==> src/hdl/dtc_params.svh <==
// register offsets, field positions and reset values for the diagnostic block
`ifndef DTC_PARAMS_SVH
`define DTC_PARAMS_SVH

`define DTC_OFS_PIN_PROBE_EN 20'h0_0142
`define DTC_OFS_PIN_PROBE_SEL 20'h0_0143
`define DTC_OFS_MOD_LOW 20'h0_0144
`define DTC_OFS_MODES_HIGH 20'h0_0145
`define DTC_OFS_MISC_LOW 20'h0_0146
`define DTC_OFS_COUNTER_STATE 20'h0_0150

`define DTC_BIT_CARRY_BREAK 5
`define DTC_BIT_EXT_FRAME 4
`define DTC_BIT_MODULO_EN 3
`define DTC_BIT_DISCARD_SHORT 5
`define DTC_BIT_BRIDGE_EN 4
`define DTC_BIT_CHAN_MEM_EN 3
`define DTC_BIT_PLL_TWO_RST 2
`define DTC_BIT_PLL_ONE_RST 1
`define DTC_BIT_POR_TEST 0

`define DTC_RST_BYTE 8'h00
`define DTC_MODES_HIGH_MASK 8'h3f
`define DTC_MISC_LOW_MASK 8'h3f

`define DTC_CNT_LAST 11'h7_ff

`endif

==> src/hdl/dtc_pkg.sv <==
// types shared by the diagnostic block
package dtc_pkg;
  typedef logic [7:0] dtc_byte_t;
  typedef logic [10:0] dtc_count_t;
  typedef enum logic [1:0] {
    DTC_BUS_IDLE = 2'b00,
    DTC_BUS_WRITE = 2'b01,
    DTC_BUS_READ = 2'b10
  } dtc_bus_e;
endpackage : dtc_pkg

==> src/hdl/dtc_diag.sv <==
// diagnostic control: pin probe multiplexer, counter modes, misc register
// Notes on behaviour
// - pins are gpio unless own enable set
// - select byte picks probe signal group
// - select 02: frame, 8/4/2 MHz strobes
// - selects 08/10: target and master signals
// - select 40: selector and failback state
// - fallback, commands; select 20 pll locks
// - select 80: stalled, snapping, pll taps
// - low byte of modulo load value
// - upper three modulo bits in high register
// - bit 5 breaks counter carry chains
// - bit 4 uses external frame compare
// - bit 3 enables early modulo rollover
// - misc bit 5 shortens discard timers
// - misc bit 4 opens bridge registers
// - misc bit 3 opens channel memory
// - misc bit 2 resets pll two divider
// - misc bit 1 resets pll one divider
// - misc bit 0 drives por test input
//
// Added by the designer: the AHB-Lite register port.
`timescale 1ns/100ps
`include "dtc_params.svh"
module dtc_diag (
  // clock and reset
  input wire logic clk,
  input wire logic rst_b,
  // ahb-lite slave
  input wire logic hsel,
  input wire logic [19:0] haddr,
  input wire logic [1:0] htrans,
  input wire logic hwrite,
  input wire logic [2:0] hsize,
  input wire logic [31:0] hwdata,
  input wire logic hready,
  output logic [31:0] hrdata,
  output logic hreadyout,
  output logic hresp,
  // general purpose pins
  input wire logic [7:0] gpio_out,
  input wire logic [7:0] gpio_oe,
  input wire logic [7:0] gen_purpose_pins_in,
  output logic [7:0] gen_purpose_pins_out,
  output logic [7:0] gen_purpose_pins_oe,
  output logic [7:0] gpio_in,
  // probe sources, group 01 and 02
  input wire logic [3:0] byte_reference_16,
  input wire logic comp_port_8mhz_rd,
  input wire logic comp_port_8mhz_wr,
  input wire logic comp_port_4mhz_rd,
  input wire logic comp_port_4mhz_wr,
  input wire logic comp_port_2mhz_rd,
  input wire logic comp_port_2mhz_wr,
  // probe sources, target and master transfer
  input wire logic target_cmd_valid,
  input wire logic target_retry_forced,
  input wire logic [4:0] target_transmit_fifo,
  input wire logic master_dma_begin,
  input wire logic host_xfer_done,
  input wire logic host_xfer_fault,
  input wire logic [4:0] master_transmit_fifo,
  // probe sources, clocking
  input wire logic digital_pll_two_lock,
  input wire logic digital_pll_one_lock,
  input wire logic primary_secondary_sel,
  input wire logic [2:0] failback_state,
  input wire logic fallback_flag,
  input wire logic [2:0] clock_cmd_ind,
  input wire logic stalled,
  input wire logic snapping,
  input wire logic phase_align_frame,
  input wire logic [2:0] analog_pll_one_taps,
  // frame sources
  input wire logic int_frame,
  input wire logic frame_compare_in_b,
  // diagnostic controls
  output logic carry_break_en,
  output logic ext_frame_select,
  output logic modulo_count_en,
  output logic frame_used,
  output dtc_pkg::dtc_count_t state_count,
  output logic discard_timer_short,
  output logic bridge_regs_access_en,
  output logic chan_mem_access_en,
  output logic pll_two_div_reset,
  output logic pll_one_div_reset,
  output logic por_test_input
);
  import dtc_pkg::*;

  logic rst_meta_b;
  logic rst_sync_b;
  dtc_byte_t pin_probe_enable_reg;
  dtc_byte_t pin_probe_select_reg;
  dtc_byte_t counter_modulo_low_reg;
  dtc_byte_t counter_modes_high_reg;
  dtc_byte_t misc_diagnostics_low_reg;
  dtc_byte_t pin_probe_enable_next;
  dtc_byte_t pin_probe_select_next;
  dtc_byte_t counter_modulo_low_next;
  dtc_byte_t counter_modes_high_next;
  dtc_byte_t misc_diagnostics_low_next;
  dtc_bus_e bus_reg;
  logic [19:0] addr_reg;
  logic [19:0] addr_index;
  logic [31:0] hrdata_reg;
  logic [31:0] hrdata_next;
  dtc_byte_t probe;
  dtc_byte_t grp_byteref;
  dtc_byte_t grp_frame;
  dtc_byte_t grp_target;
  dtc_byte_t grp_master;
  dtc_byte_t grp_lock;
  dtc_byte_t grp_failback;
  dtc_byte_t grp_stall;
  dtc_count_t modulo_load;
  logic take;

  // reset release through two flops
  always_ff @(posedge clk or negedge rst_b) begin
    if (!rst_b) begin
      rst_meta_b <= 1'b0;
      rst_sync_b <= 1'b0;
    end else begin
      rst_meta_b <= 1'b1;
      rst_sync_b <= rst_meta_b;
    end
  end

  // address phase capture
  // byte address is four times the register offset
  assign addr_index = {2'b00, haddr[19:2]};
  assign take = hsel && hready && htrans[1];

  always_ff @(posedge clk or negedge rst_sync_b) begin
    if (!rst_sync_b) begin
      bus_reg <= DTC_BUS_IDLE;
      addr_reg <= 20'h0_0000;
    end else if (hready) begin
      if (take) begin
        bus_reg <= hwrite ? DTC_BUS_WRITE : DTC_BUS_READ;
        addr_reg <= addr_index;
      end else begin
        bus_reg <= DTC_BUS_IDLE;
      end
    end
  end

  assign hreadyout = 1'b1;
  assign hresp = 1'b0;

  // next register values, a write lands at the end of its data phase
  always_comb begin
    pin_probe_enable_next = pin_probe_enable_reg;
    pin_probe_select_next = pin_probe_select_reg;
    counter_modulo_low_next = counter_modulo_low_reg;
    counter_modes_high_next = counter_modes_high_reg;
    misc_diagnostics_low_next = misc_diagnostics_low_reg;
    if (bus_reg == DTC_BUS_WRITE) begin
      case (addr_reg)
        `DTC_OFS_PIN_PROBE_EN: begin
          pin_probe_enable_next = hwdata[7:0];
        end
        `DTC_OFS_PIN_PROBE_SEL: begin
          pin_probe_select_next = hwdata[7:0];
        end
        `DTC_OFS_MOD_LOW: begin
          counter_modulo_low_next = hwdata[7:0];
        end
        `DTC_OFS_MODES_HIGH: begin
          counter_modes_high_next = hwdata[7:0] & `DTC_MODES_HIGH_MASK;
        end
        `DTC_OFS_MISC_LOW: begin
          misc_diagnostics_low_next = hwdata[7:0] & `DTC_MISC_LOW_MASK;
        end
        default: begin
        end
      endcase
    end
  end

  always_ff @(posedge clk or negedge rst_sync_b) begin
    if (!rst_sync_b) begin
      pin_probe_enable_reg <= `DTC_RST_BYTE;
      pin_probe_select_reg <= `DTC_RST_BYTE;
      counter_modulo_low_reg <= `DTC_RST_BYTE;
      counter_modes_high_reg <= `DTC_RST_BYTE;
      misc_diagnostics_low_reg <= `DTC_RST_BYTE;
    end else begin
      pin_probe_enable_reg <= pin_probe_enable_next;
      pin_probe_select_reg <= pin_probe_select_next;
      counter_modulo_low_reg <= counter_modulo_low_next;
      counter_modes_high_reg <= counter_modes_high_next;
      misc_diagnostics_low_reg <= misc_diagnostics_low_next;
    end
  end

  // read data from a flop, taken at the address phase; a pending write is forwarded
  always_comb begin
    hrdata_next = 32'h0000_0000;
    if (take && !hwrite) begin
      case (addr_index)
        `DTC_OFS_PIN_PROBE_EN: hrdata_next = {24'h00_0000, pin_probe_enable_next};
        `DTC_OFS_PIN_PROBE_SEL: hrdata_next = {24'h00_0000, pin_probe_select_next};
        `DTC_OFS_MOD_LOW: hrdata_next = {24'h00_0000, counter_modulo_low_next};
        `DTC_OFS_MODES_HIGH: hrdata_next = {24'h00_0000, counter_modes_high_next};
        `DTC_OFS_MISC_LOW: hrdata_next = {24'h00_0000, misc_diagnostics_low_next};
        `DTC_OFS_COUNTER_STATE: hrdata_next = {21'h0_0000, state_count};
        default: hrdata_next = 32'h0000_0000;
      endcase
    end
  end

  always_ff @(posedge clk or negedge rst_sync_b) begin
    if (!rst_sync_b) begin
      hrdata_reg <= 32'h0000_0000;
    end else if (hready) begin
      hrdata_reg <= hrdata_next;
    end
  end

  assign hrdata = hrdata_reg;

  // control outputs
  assign carry_break_en = counter_modes_high_reg[`DTC_BIT_CARRY_BREAK];
  assign ext_frame_select = counter_modes_high_reg[`DTC_BIT_EXT_FRAME];
  assign modulo_count_en = counter_modes_high_reg[`DTC_BIT_MODULO_EN];
  assign modulo_load = {counter_modes_high_reg[2:0], counter_modulo_low_reg};
  assign discard_timer_short = misc_diagnostics_low_reg[`DTC_BIT_DISCARD_SHORT];
  assign bridge_regs_access_en = misc_diagnostics_low_reg[`DTC_BIT_BRIDGE_EN];
  assign chan_mem_access_en = misc_diagnostics_low_reg[`DTC_BIT_CHAN_MEM_EN];
  assign pll_two_div_reset = misc_diagnostics_low_reg[`DTC_BIT_PLL_TWO_RST];
  assign pll_one_div_reset = misc_diagnostics_low_reg[`DTC_BIT_PLL_ONE_RST];
  assign por_test_input = misc_diagnostics_low_reg[`DTC_BIT_POR_TEST];

  dtc_state_counter u_counter (
    .clk(clk),
    .rst_sync_b(rst_sync_b),
    .int_frame(int_frame),
    .frame_compare_in_b(frame_compare_in_b),
    .carry_break_en(carry_break_en),
    .ext_frame_select(ext_frame_select),
    .modulo_count_en(modulo_count_en),
    .modulo_load(modulo_load),
    .count(state_count),
    .frame_used(frame_used)
  );

  // probe groups, one bit per pin, reserved positions tied low
  // select 01: byte reference and low count
  assign grp_byteref[7] = byte_reference_16[3];
  assign grp_byteref[6] = byte_reference_16[2];
  assign grp_byteref[5] = byte_reference_16[1];
  assign grp_byteref[4] = byte_reference_16[0];
  assign grp_byteref[3] = state_count[3];
  assign grp_byteref[2] = state_count[2];
  assign grp_byteref[1] = state_count[1];
  assign grp_byteref[0] = state_count[0];

  // select 02: frame and port strobes
  assign grp_frame[7] = frame_used;
  assign grp_frame[6] = 1'b0;
  assign grp_frame[5] = comp_port_8mhz_rd;
  assign grp_frame[4] = comp_port_8mhz_wr;
  assign grp_frame[3] = comp_port_4mhz_rd;
  assign grp_frame[2] = comp_port_4mhz_wr;
  assign grp_frame[1] = comp_port_2mhz_rd;
  assign grp_frame[0] = comp_port_2mhz_wr;

  // select 08: target side transfer
  assign grp_target[7] = target_cmd_valid;
  assign grp_target[6] = target_retry_forced;
  assign grp_target[5] = 1'b0;
  assign grp_target[4] = target_transmit_fifo[4];
  assign grp_target[3] = target_transmit_fifo[3];
  assign grp_target[2] = target_transmit_fifo[2];
  assign grp_target[1] = target_transmit_fifo[1];
  assign grp_target[0] = target_transmit_fifo[0];

  // select 10: master side transfer
  assign grp_master[7] = master_dma_begin;
  assign grp_master[6] = host_xfer_done;
  assign grp_master[5] = host_xfer_fault;
  assign grp_master[4] = master_transmit_fifo[4];
  assign grp_master[3] = master_transmit_fifo[3];
  assign grp_master[2] = master_transmit_fifo[2];
  assign grp_master[1] = master_transmit_fifo[1];
  assign grp_master[0] = master_transmit_fifo[0];

  // select 20: digital pll locks
  assign grp_lock[7] = digital_pll_two_lock;
  assign grp_lock[6] = digital_pll_one_lock;
  assign grp_lock[5] = 1'b0;
  assign grp_lock[4] = 1'b0;
  assign grp_lock[3] = 1'b0;
  assign grp_lock[2] = 1'b0;
  assign grp_lock[1] = 1'b0;
  assign grp_lock[0] = 1'b0;

  // select 40: reference selection and failback
  assign grp_failback[7] = primary_secondary_sel;
  assign grp_failback[6] = failback_state[2];
  assign grp_failback[5] = failback_state[1];
  assign grp_failback[4] = failback_state[0];
  assign grp_failback[3] = fallback_flag;
  assign grp_failback[2] = clock_cmd_ind[2];
  assign grp_failback[1] = clock_cmd_ind[1];
  assign grp_failback[0] = clock_cmd_ind[0];

  // select 80: stall, snap and analog pll taps
  assign grp_stall[7] = stalled;
  assign grp_stall[6] = snapping;
  assign grp_stall[5] = 1'b0;
  assign grp_stall[4] = 1'b0;
  assign grp_stall[3] = phase_align_frame;
  assign grp_stall[2] = analog_pll_one_taps[2];
  assign grp_stall[1] = analog_pll_one_taps[1];
  assign grp_stall[0] = analog_pll_one_taps[0];

  // probe group select
  always_comb begin
    case (pin_probe_select_reg)
      8'h01: probe = grp_byteref;
      8'h02: probe = grp_frame;
      8'h08: probe = grp_target;
      8'h10: probe = grp_master;
      8'h20: probe = grp_lock;
      8'h40: probe = grp_failback;
      8'h80: probe = grp_stall;
      default: probe = 8'h00;
    endcase
  end

  // per pin gpio or probe, probe output registered
  genvar gi;
  generate
    for (gi = 0; gi < 8; gi = gi + 1) begin : g_pin
      logic probe_q;
      always_ff @(posedge clk or negedge rst_sync_b) begin
        if (!rst_sync_b) begin
          probe_q <= 1'b0;
        end else begin
          probe_q <= probe[gi];
        end
      end
      assign gen_purpose_pins_out[gi] = pin_probe_enable_reg[gi] ? probe_q : gpio_out[gi];
      assign gen_purpose_pins_oe[gi] = pin_probe_enable_reg[gi] | gpio_oe[gi];
      assign gpio_in[gi] = gen_purpose_pins_in[gi];
    end
  endgenerate
endmodule : dtc_diag

==> src/hdl/dtc_state_counter.sv <==
// 11-bit state counter with diagnostic carry break, frame override and modulo
`timescale 1ns/100ps
`include "dtc_params.svh"
module dtc_state_counter (
  // clock and reset
  input wire logic clk,
  input wire logic rst_sync_b,
  // frame sources
  input wire logic int_frame,
  input wire logic frame_compare_in_b,
  // modes
  input wire logic carry_break_en,
  input wire logic ext_frame_select,
  input wire logic modulo_count_en,
  input wire dtc_pkg::dtc_count_t modulo_load,
  // outputs
  output dtc_pkg::dtc_count_t count,
  output logic frame_used
);
  import dtc_pkg::*;

  dtc_count_t count_reg;
  dtc_count_t count_next;
  logic [2:0] hi_next;
  logic [3:0] mid_next;
  logic [3:0] lo_next;
  logic frame_sel;

  // frame compare pin is active low
  assign frame_sel = ext_frame_select ? ~frame_compare_in_b : int_frame;

  always_comb begin
    lo_next = count_reg[3:0] + 4'h1;
    mid_next = count_reg[7:4];
    hi_next = count_reg[10:8];
    if (carry_break_en) begin
      // three pieces each count on every clock
      mid_next = count_reg[7:4] + 4'h1;
      hi_next = count_reg[10:8] + 3'h1;
    end else begin
      if (count_reg[3:0] == 4'hf) begin
        mid_next = count_reg[7:4] + 4'h1;
        if (count_reg[7:4] == 4'hf) begin
          hi_next = count_reg[10:8] + 3'h1;
        end
      end
    end
    count_next = {hi_next, mid_next, lo_next};
    if (frame_sel) begin
      count_next = 11'h0_00;
    end else if (modulo_count_en && (count_reg == modulo_load)) begin
      count_next = 11'h0_00;
    end
  end

  always_ff @(posedge clk or negedge rst_sync_b) begin
    if (!rst_sync_b) begin
      count_reg <= 11'h0_00;
    end else begin
      count_reg <= count_next;
    end
  end

  assign count = count_reg;
  assign frame_used = frame_sel;
endmodule : dtc_state_counter

==> config.mk <==
export PLATFORM = sky130hd
export DESIGN_NAME = dtc_diag
export DESIGN_NICKNAME = d
export VERILOG_FILES = /design/src/hdl/dtc_pkg.sv /design/src/hdl/dtc_diag.sv /design/src/hdl/dtc_state_counter.sv
export VERILOG_INCLUDE_DIRS = /design/src /design/src/hdl
export SDC_FILE = /design/constraint.sdc
export NUM_CORES = 1
export LEC_CHECK = 0
export BUFFER_PORTS_ARGS = -buffer_cell sky130_fd_sc_hd__buf_2
export CORE_MARGIN = 1
export CORE_UTILIZATION = 50
export CTS_BUF_LIST = sky130_fd_sc_hd__clkbuf_8
export DETAILED_ROUTE_END_ITERATION = 10
export PLACE_DENSITY = 0.8
export SLEW_MARGIN = 10
export SYNTH_ARGS = -nofsm -noshare
export SYNTH_HDL_FRONTEND = slang
export SYNTH_SLANG_ARGS = --single-unit
==> constraint.sdc <==
create_clock -name clk -period 4 [get_ports clk]
set_clock_uncertainty 0.2 [all_clocks]
set_input_delay 0 -clock clk [delete_from_list [all_inputs] [get_ports clk]]
set_output_delay 0 -clock clk [all_outputs]
set_load 0.01 [all_outputs]
==> results of run 1 <==
## critical path: cells and delay by family, from the launching register on
| family | cells | cell delay (ns) |
|---|---|---|
| AOI/OAI and AO/OA | 1 | 0.30 |
| buffers and inverters | 2 | 1.21 |
| DFF | 1 | 0.47 |
| and+or+nand+nor | 4 | 1.59 |
## layout by cell type (no fill, tap or decap), types with 5 or more instances in the layout
master,n
xor2_1,6
mux2_4,6
or2_2,9
o31ai_1,6
buf_2,138
nor3b_1,6
mux2i_1,5
mux2_2,50
conb_1,24
inv_1,9
a21oi_1,8
dlygate4sd3_1,61
nor2b_1,7
nand3b_1,5
a22oi_1,15
nand3_1,16
a32oi_1,18
nand4_1,7
and3_1,5
xnor2_1,12
nand2b_1,8
clkbuf_8,10
nor2_1,24
nand2_1,37
dfrtp_1,91
a31o_2,8
## kinds of logic (layout without fill, tap and decap cells)
group / Yosys count / after routing
and+or+nand+nor: 157 / 157
DFF: 92 / 92
AOI/OAI and AO/OA: 73 / 73
muxes: 61 / 61
buffers and inverters: 55 / 225
xor gates and xnor gates: 18 / 18
adders and majority gates: 3 / 3
other: 2 / 24
## worst max path at each step
stage,cells past startpoint,endpoint,start
CTS,7,g_pin[7].probe_q,pin_probe_select_reg[5]
floorplan,0,addr_reg[0],rst_sync_b
finish,7,g_pin[7].probe_q,pin_probe_select_reg[5]
global placement,6,hrdata[6],addr_reg[13]
global route,7,g_pin[4].probe_q,pin_probe_select_reg[5]
detailed placement,6,hrdata[6],addr_reg[13]
## through the flow
| stage | hold WS (ns) | util | cell area [sq um] |
|---|---|---|---|
| after floorplan | -0.4956 | - | 5142 |
| after global placement | -0.4152 | 0.5847 | 5715 |
| after detailed placement | -0.4136 | 0.5847 | 5715 |
| after CTS | 0.04476 | 0.6671 | 6520 |
| after global routing | 0.08139 | 0.6671 | 6520 |
| final | 0.06423 | 0.6671 | 6520 |
## area by class of cell
| type | instances | area, sq um | area share |
|---|---|---|---|
| clock buffer | 10 | 137.6 | 0.02111 |
| tap | 133 | 166.4 | 0.02552 |
| sequential | 92 | 2306 | 0.3537 |
| multi-input combinational | 336 | 2504 | 0.3840 |
| clock inverter | 6 | 56.30 | 0.008636 |
| timing repair buffer | 202 | 1324 | 0.2030 |
| inverter | 7 | 26.28 | 0.004030 |
## per-layer routing
metal  up-vias  share of wire  global-route usage
li1       2023              -                   -
met1      2210           0.40              0.3501
met2       246           0.50              0.4574
met3        39          0.071             0.05220
met4         0          0.033              0.1352
met5         -              0                   0
## report_power, final
group          switching, mW  internal (mW)  total (mW)
clock                  0.320          0.301       0.621
sequential            0.0694          0.981        1.05
combinational          0.117          0.148       0.265
total                  0.507           1.43        1.94
## repair_timing
| item | CTS | global route |
|---|---|---|
| hold buffers | 61 | 0 |
| endpoints found under the hold margin | 85 | 0 |
| resized for setup | 0 | 0 |
| endpoints found under the setup margin | 0 | 0 |
==> flow_metrics.tcl, run 1 <==
set metrics [dict create \
    status "finished clean" \
    cts_htree_levels 3 \
    avgSynthCellArea_sq_um 10.98 \
    leakage_nw 3.105 \
    floorplan.initialDensity 0.5177 \
    drcViolationCount 0 \
    port_buffers 138 \
    yosys.area.top_type "dfrtp_1" \
    synthFlopType "dfrtp_1" \
    post_cts_buffers 0 \
    dp.cells 709 \
    place.gp.congestion 0.8835 \
    setup_tns_ns 0 \
    synth_edf_count 0 \
    slowest_delay_ns 0.92 \
    hold_depth 3 \
    grt-ovfl-total 0 \
    worst_setup_path_end_kind "flop" \
    tightest_slew_ns 1.136 \
    slew_headroom 0.2407 \
    synth_top_family_by_area "simple AND/OR/NAND/NOR gates" \
    clk_latency_ns 0.36 \
    worst-endpoint-arrival_ns 3.93 \
    cts_buffers 9 \
    fill_cells 741 \
    critPathKind "flop to flop" \
    vias_per_cell 5.748 \
    wl_um 14200 \
    grt_pass1_vias 4423 \
    root_buffer "clkbuf_8" \
    drt_pass1_iterations 5 \
    report.final.slew_viol_count 0 \
    hold_start "gpio_oe[0]" \
    min_period_ns 3.837 \
    synthArstFlopShare 1.000 \
    grt_pass1_wl_um 22020 \
    final_cells 786 \
    die_h_um 102.6 \
    drt_iter0_markers 298 \
    rows 36 \
    yosysSeqAreaShare 0.4550 \
    synthXorXnorAreaFrac 0.03116 \
    synth.area.mux_share 0.1390 \
    pre_cts_slack_ns 1.134 \
    yosysWarnings 0 \
    max-clock-path-buffers 2 \
    worstPathMaxFanout 8 \
    rsz0062_at_grt "no" \
    nets 780 \
    cp-start-kind "flop" \
    finalHoldViolCount 0 \
    yosys_register_bits 92 \
    power_density_nw_per_um2 297.0 \
    num_antenna_cells 0 \
    synthTopCellsByCount "dfrtp_1, mux2_2, nand2_1" \
    core_area_sq_um 9774 \
    grt_max_degree 57 \
    wl_per_cell_um 18.06 \
    cts_sinks 92 \
    netlist.area_leader.share 0.4550 \
    power.total_mw 1.936 \
    netlist_instances 461 \
    min_path_type "input pin to output port" \
    cpMaxStageDelayCell "nor3b_1" \
    min_to "gen_purpose_pins_oe[0]" \
    ir_worst_vdd_v 0.0001975 \
    dp_hpwl_um 9603 \
    synth_fa_ha_area_frac 0.007418 \
    cap_violations 0 \
    largest_reg_flops 18 \
    synthToLayoutAreaGrowth_pct 28.86 \
    r2r-end "g_pin[7].probe_q" \
    io_pins 208 \
    setup_slack_ns 0.1625 \
    grt_antenna_before_repair 0 \
    r2r_slack_ns 0.16 \
    fin_crit_sh 0.9594 \
    finalSetupViolCount 0 \
    clkTransAtPathRegs_ns 0.09 \
    yosys.area_share.simple 0.1872 \
    worstReg2RegStart "pin_probe_select_reg[5]" \
    synth.most_common_cell "dfrtp_1" \
    syn_area_sq_um 5060 \
    dieArea_sq_um 10530 \
    synth-compound-area-share 0.1123 \
    synth.area.top_cells "dfrtp_1, mux2_2, buf_4" \
    ys_types 58 \
    die_w_um 102.6 \
    max_freq_ghz 0.2606 \
    cts_tree "built" \
    required_ns 4.09 \
    worst_r2r_path_depth 7 \
    ant_nets 0 \
    final_layout_size_suffix_gt1_frac 0.3645 \
    vias 4518 \
    path_cells "nor4_1 -> nand2_1 -> nor3b_1 -> a222oi_1 -> dlygate4sd3_1 -> nand2_1 -> dlygate4sd3_1" \
    grt_use_total 0.2769 \
]
No activity file was read; power rests on OpenSTA's default activity.
==> inputs of run 2 (changes only) <==
BUFFER_PORTS_ARGS = -buffer_cell sky130_fd_sc_hd__buf_4   (was -buffer_cell sky130_fd_sc_hd__buf_2)
HOLD_SLACK_MARGIN = 0.05   (was not set)
==> flow_metrics.tcl, run 2 (synthesized netlist as in run 1, its figures left out) <==
set metrics [dict create \
    status "finished clean" \
    min_path_type "input pin to output port" \
    hold_depth 3 \
    grt_use_total 0.2863 \
    p_seq_frac 0.527 \
    ir_worst_vdd_v 0.0002050 \
    cts_tree "built" \
    pre_cts_slack_ns 1.110 \
    dp_hpwl_um 9994 \
    drt_pass1_iterations 5 \
    root_buffer "clkbuf_8" \
    cp-start-kind "flop" \
    endpoint "g_pin[7].probe_q" \
    slew_headroom 0.2142 \
    setup_tns_ns 0 \
    ctsResizeCount 0 \
    finalHoldViolCount 0 \
    critPathKind "flop to flop" \
    hold_start "gpio_oe[5]" \
    grt_pass1_wl_um 22620 \
    worst_r2r_path_depth 7 \
    worstPathMaxFanout 8 \
    vias_per_cell 5.714 \
    core_area_sq_um 9774 \
    fill_cells 696 \
    drcViolationCount 0 \
    final_cells 786 \
    required_ns 4.09 \
    slowest_delay_ns 0.84 \
    dieArea_sq_um 10530 \
    wl_per_cell_um 18.70 \
    p_comb_frac 0.150 \
    vias 4491 \
    power_switching_mw 0.5247 \
    multiInputGateArea_sq_um 2504 \
    nets 780 \
    startpoint "pin_probe_select_reg[5]" \
    rows 36 \
    floorplan.initialDensity 0.5177 \
    path_cells "nor4_1 -> nand2_1 -> nor3b_1 -> a222oi_1 -> dlygate4sd3_1 -> nand2_1 -> dlygate4sd3_1" \
    leakage_nw 3.190 \
    seq_area_sq_um 2306 \
    grt-ovfl-total 0 \
    min_period_ns 3.667 \
    largest_reg_flops 18 \
    post_cts_buffers 0 \
    io_pins 208 \
    cts_buffers 9 \
    place_area_sq_um 6061 \
    max_freq_ghz 0.2727 \
    cpMaxStageDelayCell "nor3b_1" \
    report.final.slew_viol_count 0 \
    final_layout_size_suffix_gt1_frac 0.3660 \
    cts_sinks 92 \
    dp.cells 709 \
    tightest_slew_ns 1.176 \
    hold_ws_ns 0.06069 \
    die_h_um 102.6 \
    clk_latency_ns 0.36 \
    switching_share 0.2635 \
    mostFrequentLayoutCells "buf_4, dfrtp_1, dlygate4sd3_1" \
    finalSetupViolCount 0 \
    p_clk_frac 0.323 \
    worstReg2RegStart "pin_probe_select_reg[5]" \
    grt_antenna_before_repair 0 \
    place.gp.congestion 0.8809 \
    worst_setup_path_end_kind "flop" \
    final_common_cell "buf_4" \
    grt_pass1_vias 4537 \
    wl_um 14700 \
    num_antenna_cells 0 \
    worst-endpoint-arrival_ns 3.76 \
    power_density_nw_per_um2 289.7 \
    synthToLayoutAreaGrowth_pct 35.86 \
    max-clock-path-buffers 2 \
    clkTransAtPathRegs_ns 0.09 \
    rsz0062_at_grt "no" \
    p_int_mw 1.467 \
    cts_htree_levels 3 \
    setup_slack_ns 0.3334 \
    cap_violations 0 \
    cts.hold.buffers_added 61 \
    ant_nets 0 \
    port_buffers 138 \
    die_w_um 102.6 \
    r2r_slack_ns 0.33 \
    drt_iter0_markers 161 \
    fin_area_sq_um 6874 \
    r2r-end "g_pin[7].probe_q" \
    fin_crit_sh 0.9167 \
    grt_max_degree 64 \
]
[run 2: cell types whose count changed in the layout (fill, tap and decap cells not counted)]
cell and delta:
buf_2 -138, buf_4 +138, clkinvlp_4 +3, clkinv_2 -2, inv_1 -1
[run 2: cell type report]
| class | instances | area share |
|---|---|---|
| Multi-Input combinational cell | 336 | 0.3642 |
| Timing Repair Buffer | 202 | 0.2428 |
| Sequential cell | 92 | 0.3355 |
| Tap cell | 133 | 0.02421 |
| Clock buffer | 10 | 0.02002 |
| Inverter | 7 | 0.003822 |
| Clock inverter | 6 | 0.009465 |
[run 2: power groups by stage]
stage / Clock (mW) / Combinational, mW / Sequential, mW
final: 0.643 / 0.299 / 1.05
after global routing: 0.684 / 0.323 / 1.06
after CTS: 0.646 / 0.295 / 1.05
after detailed placement: 0 / 0.254 / 1.07
after global placement: 0 / 0.244 / 1.06
after floorplan: 0 / 0.147 / 1.06
[run 2: metal layers]
layer / track usage / wire, um
met1: 0.3518 / 5866
met2: 0.4815 / 7411
met3: 0.04610 / 837
met4: 0.1593 / 582
met5: 0 / 0
[run 2: worst min-delay path by stage]
stage | endpoint | slack (ns)
6_report | gen_purpose_pins_oe[5] | 0.06
5_1_grt | gen_purpose_pins_oe[2] | 0.08
4_1_cts | gen_purpose_pins_oe[5] | 0.06
3_5_place_dp | rst_meta_b | -0.42
3_3_place_gp | rst_meta_b | -0.42
2_1_floorplan | rst_meta_b | -0.50
[run 2: through the flow]
step	power (mW)	utilization
2_1_floorplan	1.203	-
3_3_place_gp	1.308	0.6201
3_5_place_dp	1.323	0.6201
4_1_cts	1.992	0.7033
5_1_grt	2.066	0.7033
6_report	1.991	0.7033
[run 2: worst max-delay path, delay by kind of cell, from the launching register on]
family	cells	cell delay, ns
buf+inv	2	1.20
compound gates	1	0.29
flops	1	0.47
simple gates	4	1.43
==> inputs of run 3 (changes only) <==
REMOVE_ABC_BUFFERS = 1   (was not set)
==> flow_metrics.tcl, run 3 (synthesized netlist as in run 1, its figures left out) <==
set metrics [dict create \
    ant_nets 0 \
    dieArea_sq_um 10530 \
    nets 780 \
    post_cts_buffers 0 \
    p_clk_frac 0.311 \
    grt_use_total 0.2842 \
    grt_max_degree 62 \
    largest_reg_flops 18 \
    critPathKind "flop to flop" \
    cpMaxStageDelayCell "nor3b_1" \
    cap_violations 0 \
    setup_tns_ns 0 \
    grt_antenna_before_repair 0 \
    die_w_um 102.6 \
    drcViolationCount 0 \
    num_antenna_cells 0 \
    mostFrequentLayoutCells "buf_4, dfrtp_1, dlygate4sd3_1" \
    status "finished clean" \
    wl_um 14790 \
    cts_tree "built" \
    clkTransAtPathRegs_ns 0.09 \
    grt_pass1_wl_um 22200 \
    dp_hpwl_um 10250 \
    core_area_sq_um 9774 \
    final_common_cell "buf_4" \
    io_pins 208 \
    worst_setup_path_end_kind "flop" \
    ir_worst_vdd_v 0.0002509 \
    max-clock-path-buffers 2 \
    cts_buffers 9 \
    wl_per_cell_um 18.82 \
    fill_cells 725 \
    final_layout_size_suffix_gt1_frac 0.3660 \
    grt-ovfl-total 0 \
    worstPathMaxFanout 8 \
    port_buffers 138 \
    rsz0062_at_grt "no" \
    path_cells "nor4_1 -> nand2_1 -> nor3b_1 -> a222oi_1 -> dlygate4sd3_1 -> nand2_1 -> dlygate4sd3_1" \
    fin_crit_sh 0.9221 \
    slowest_delay_ns 0.89 \
    cts_sinks 92 \
    required_ns 4.09 \
    power_switching_mw 0.5145 \
    cp-start-kind "flop" \
    leakage_nw 3.200 \
    power.total_mw 1.958 \
    drt_pass1_iterations 6 \
    vias 4472 \
    die_h_um 102.6 \
    min_period_ns 3.689 \
    p_seq_frac 0.536 \
    seq_area_sq_um 2306 \
    rows 36 \
    power_density_nw_per_um2 285.4 \
    grt_pass1_vias 4391 \
    max_freq_ghz 0.2711 \
    report.final.slew_viol_count 0 \
    finalSetupViolCount 0 \
    clk_latency_ns 0.36 \
    cts_htree_levels 3 \
    min_path_type "input pin to output port" \
    synthToLayoutAreaGrowth_pct 35.58 \
    drt_iter0_markers 279 \
    place.gp.congestion 0.8959 \
    finalHoldViolCount 0 \
    floorplan.initialDensity 0.5177 \
    p_comb_frac 0.153 \
    switching_share 0.2628 \
    multiInputGateArea_sq_um 2509 \
    slew_headroom 0.2887 \
    tightest_slew_ns 1.065 \
    worst-endpoint-arrival_ns 3.78 \
    vias_per_cell 5.690 \
    p_int_mw 1.443 \
    root_buffer "clkbuf_8" \
]
==> run 3: cell types whose count changed in the layout (fill, tap and decap cells not counted) <==
cell	before	now
inv_1	8	9
clkinv_2	0	3
nor3b_1	6	5
clkinv_4	1	0
nor3b_2	1	2
clkbuf_8	10	9
clkinvlp_4	3	1
==> run 3: power by group through the flow <==
stage          clock [mW]  sequential, mW  combinational [mW]
6_report            0.610            1.05               0.299
2_1_floorplan           0            1.06               0.118
3_5_place_dp            0            1.07               0.254
4_1_cts             0.623            1.05               0.295
3_3_place_gp            0            1.07               0.245
5_1_grt             0.657            1.06               0.323
==> run 3: per-stage QoR <==
| stage | hold WS (ns) | setup WS, ns | std cells | cell area (sq um) | utilization |
|---|---|---|---|---|---|
| floorplan | -0.4956 | 1.048 | 435 | 4832 | - |
| global placement | -0.4169 | 1.295 | 709 | 6061 | 0.6201 |
| detailed placement | -0.4150 | 1.274 | 709 | 6061 | 0.6201 |
| CTS | 0.06005 | 0.4122 | 786 | 6855 | 0.7014 |
| global route | 0.07250 | 0.1441 | 786 | 6860 | 0.7019 |
| finish | 0.06127 | 0.3114 | 786 | 6860 | 0.7019 |
==> run 3: repair_timing <==
item | 4_1_cts | 5_1_grt
endpoints found under the setup margin | 0 | 1
hold buffers | 61 | 0
endpoints found under the hold margin | 85 | 0
gates resized for setup | 0 | 1
==> run 3: area by class of cell <==
class | count | area share
timing repair buffer | 202 | 0.2433
multi-input combinational | 336 | 0.3657
clock inverter | 7 | 0.008754
clock buffer | 9 | 0.01806
inverter | 7 | 0.003830
tap | 133 | 0.02426
sequential | 92 | 0.3361
==> run 3: routing by layer <==
layer	routed length (um)	part of all wire	up-vias	track usage
met5	0	0	-	0
met4	491	0.033	0	0.1484
met3	844	0.057	49	0.04136
met2	7680	0.52	195	0.4969
met1	5774	0.39	2200	0.3400
li1	-	-	2028	-
==> run 3: final timing paths <==
path	from	endpoint	slack (ns)	depth (start not counted)
max	pin_probe_select_reg[5]	g_pin[6].probe_q	0.31	7
min	gpio_oe[7]	gen_purpose_pins_oe[7]	0.06	3
max reg2reg	pin_probe_select_reg[5]	g_pin[6].probe_q	0.31	7
min reg2reg	rst_meta_b	rst_sync_b	0.16	0
max in group asynchronous	rst_sync_b	addr_reg[14]	2.50	1
min in group asynchronous	rst_sync_b	bus_reg[1]	0.20	0
==> run 3: worst max-delay path: cells and delay by family (launching register included) <==
family | cells | cell delay (ns)
compound gates | 1 | 0.23
buf+inv | 2 | 1.22
simple gates | 4 | 1.48
flops | 1 | 0.48
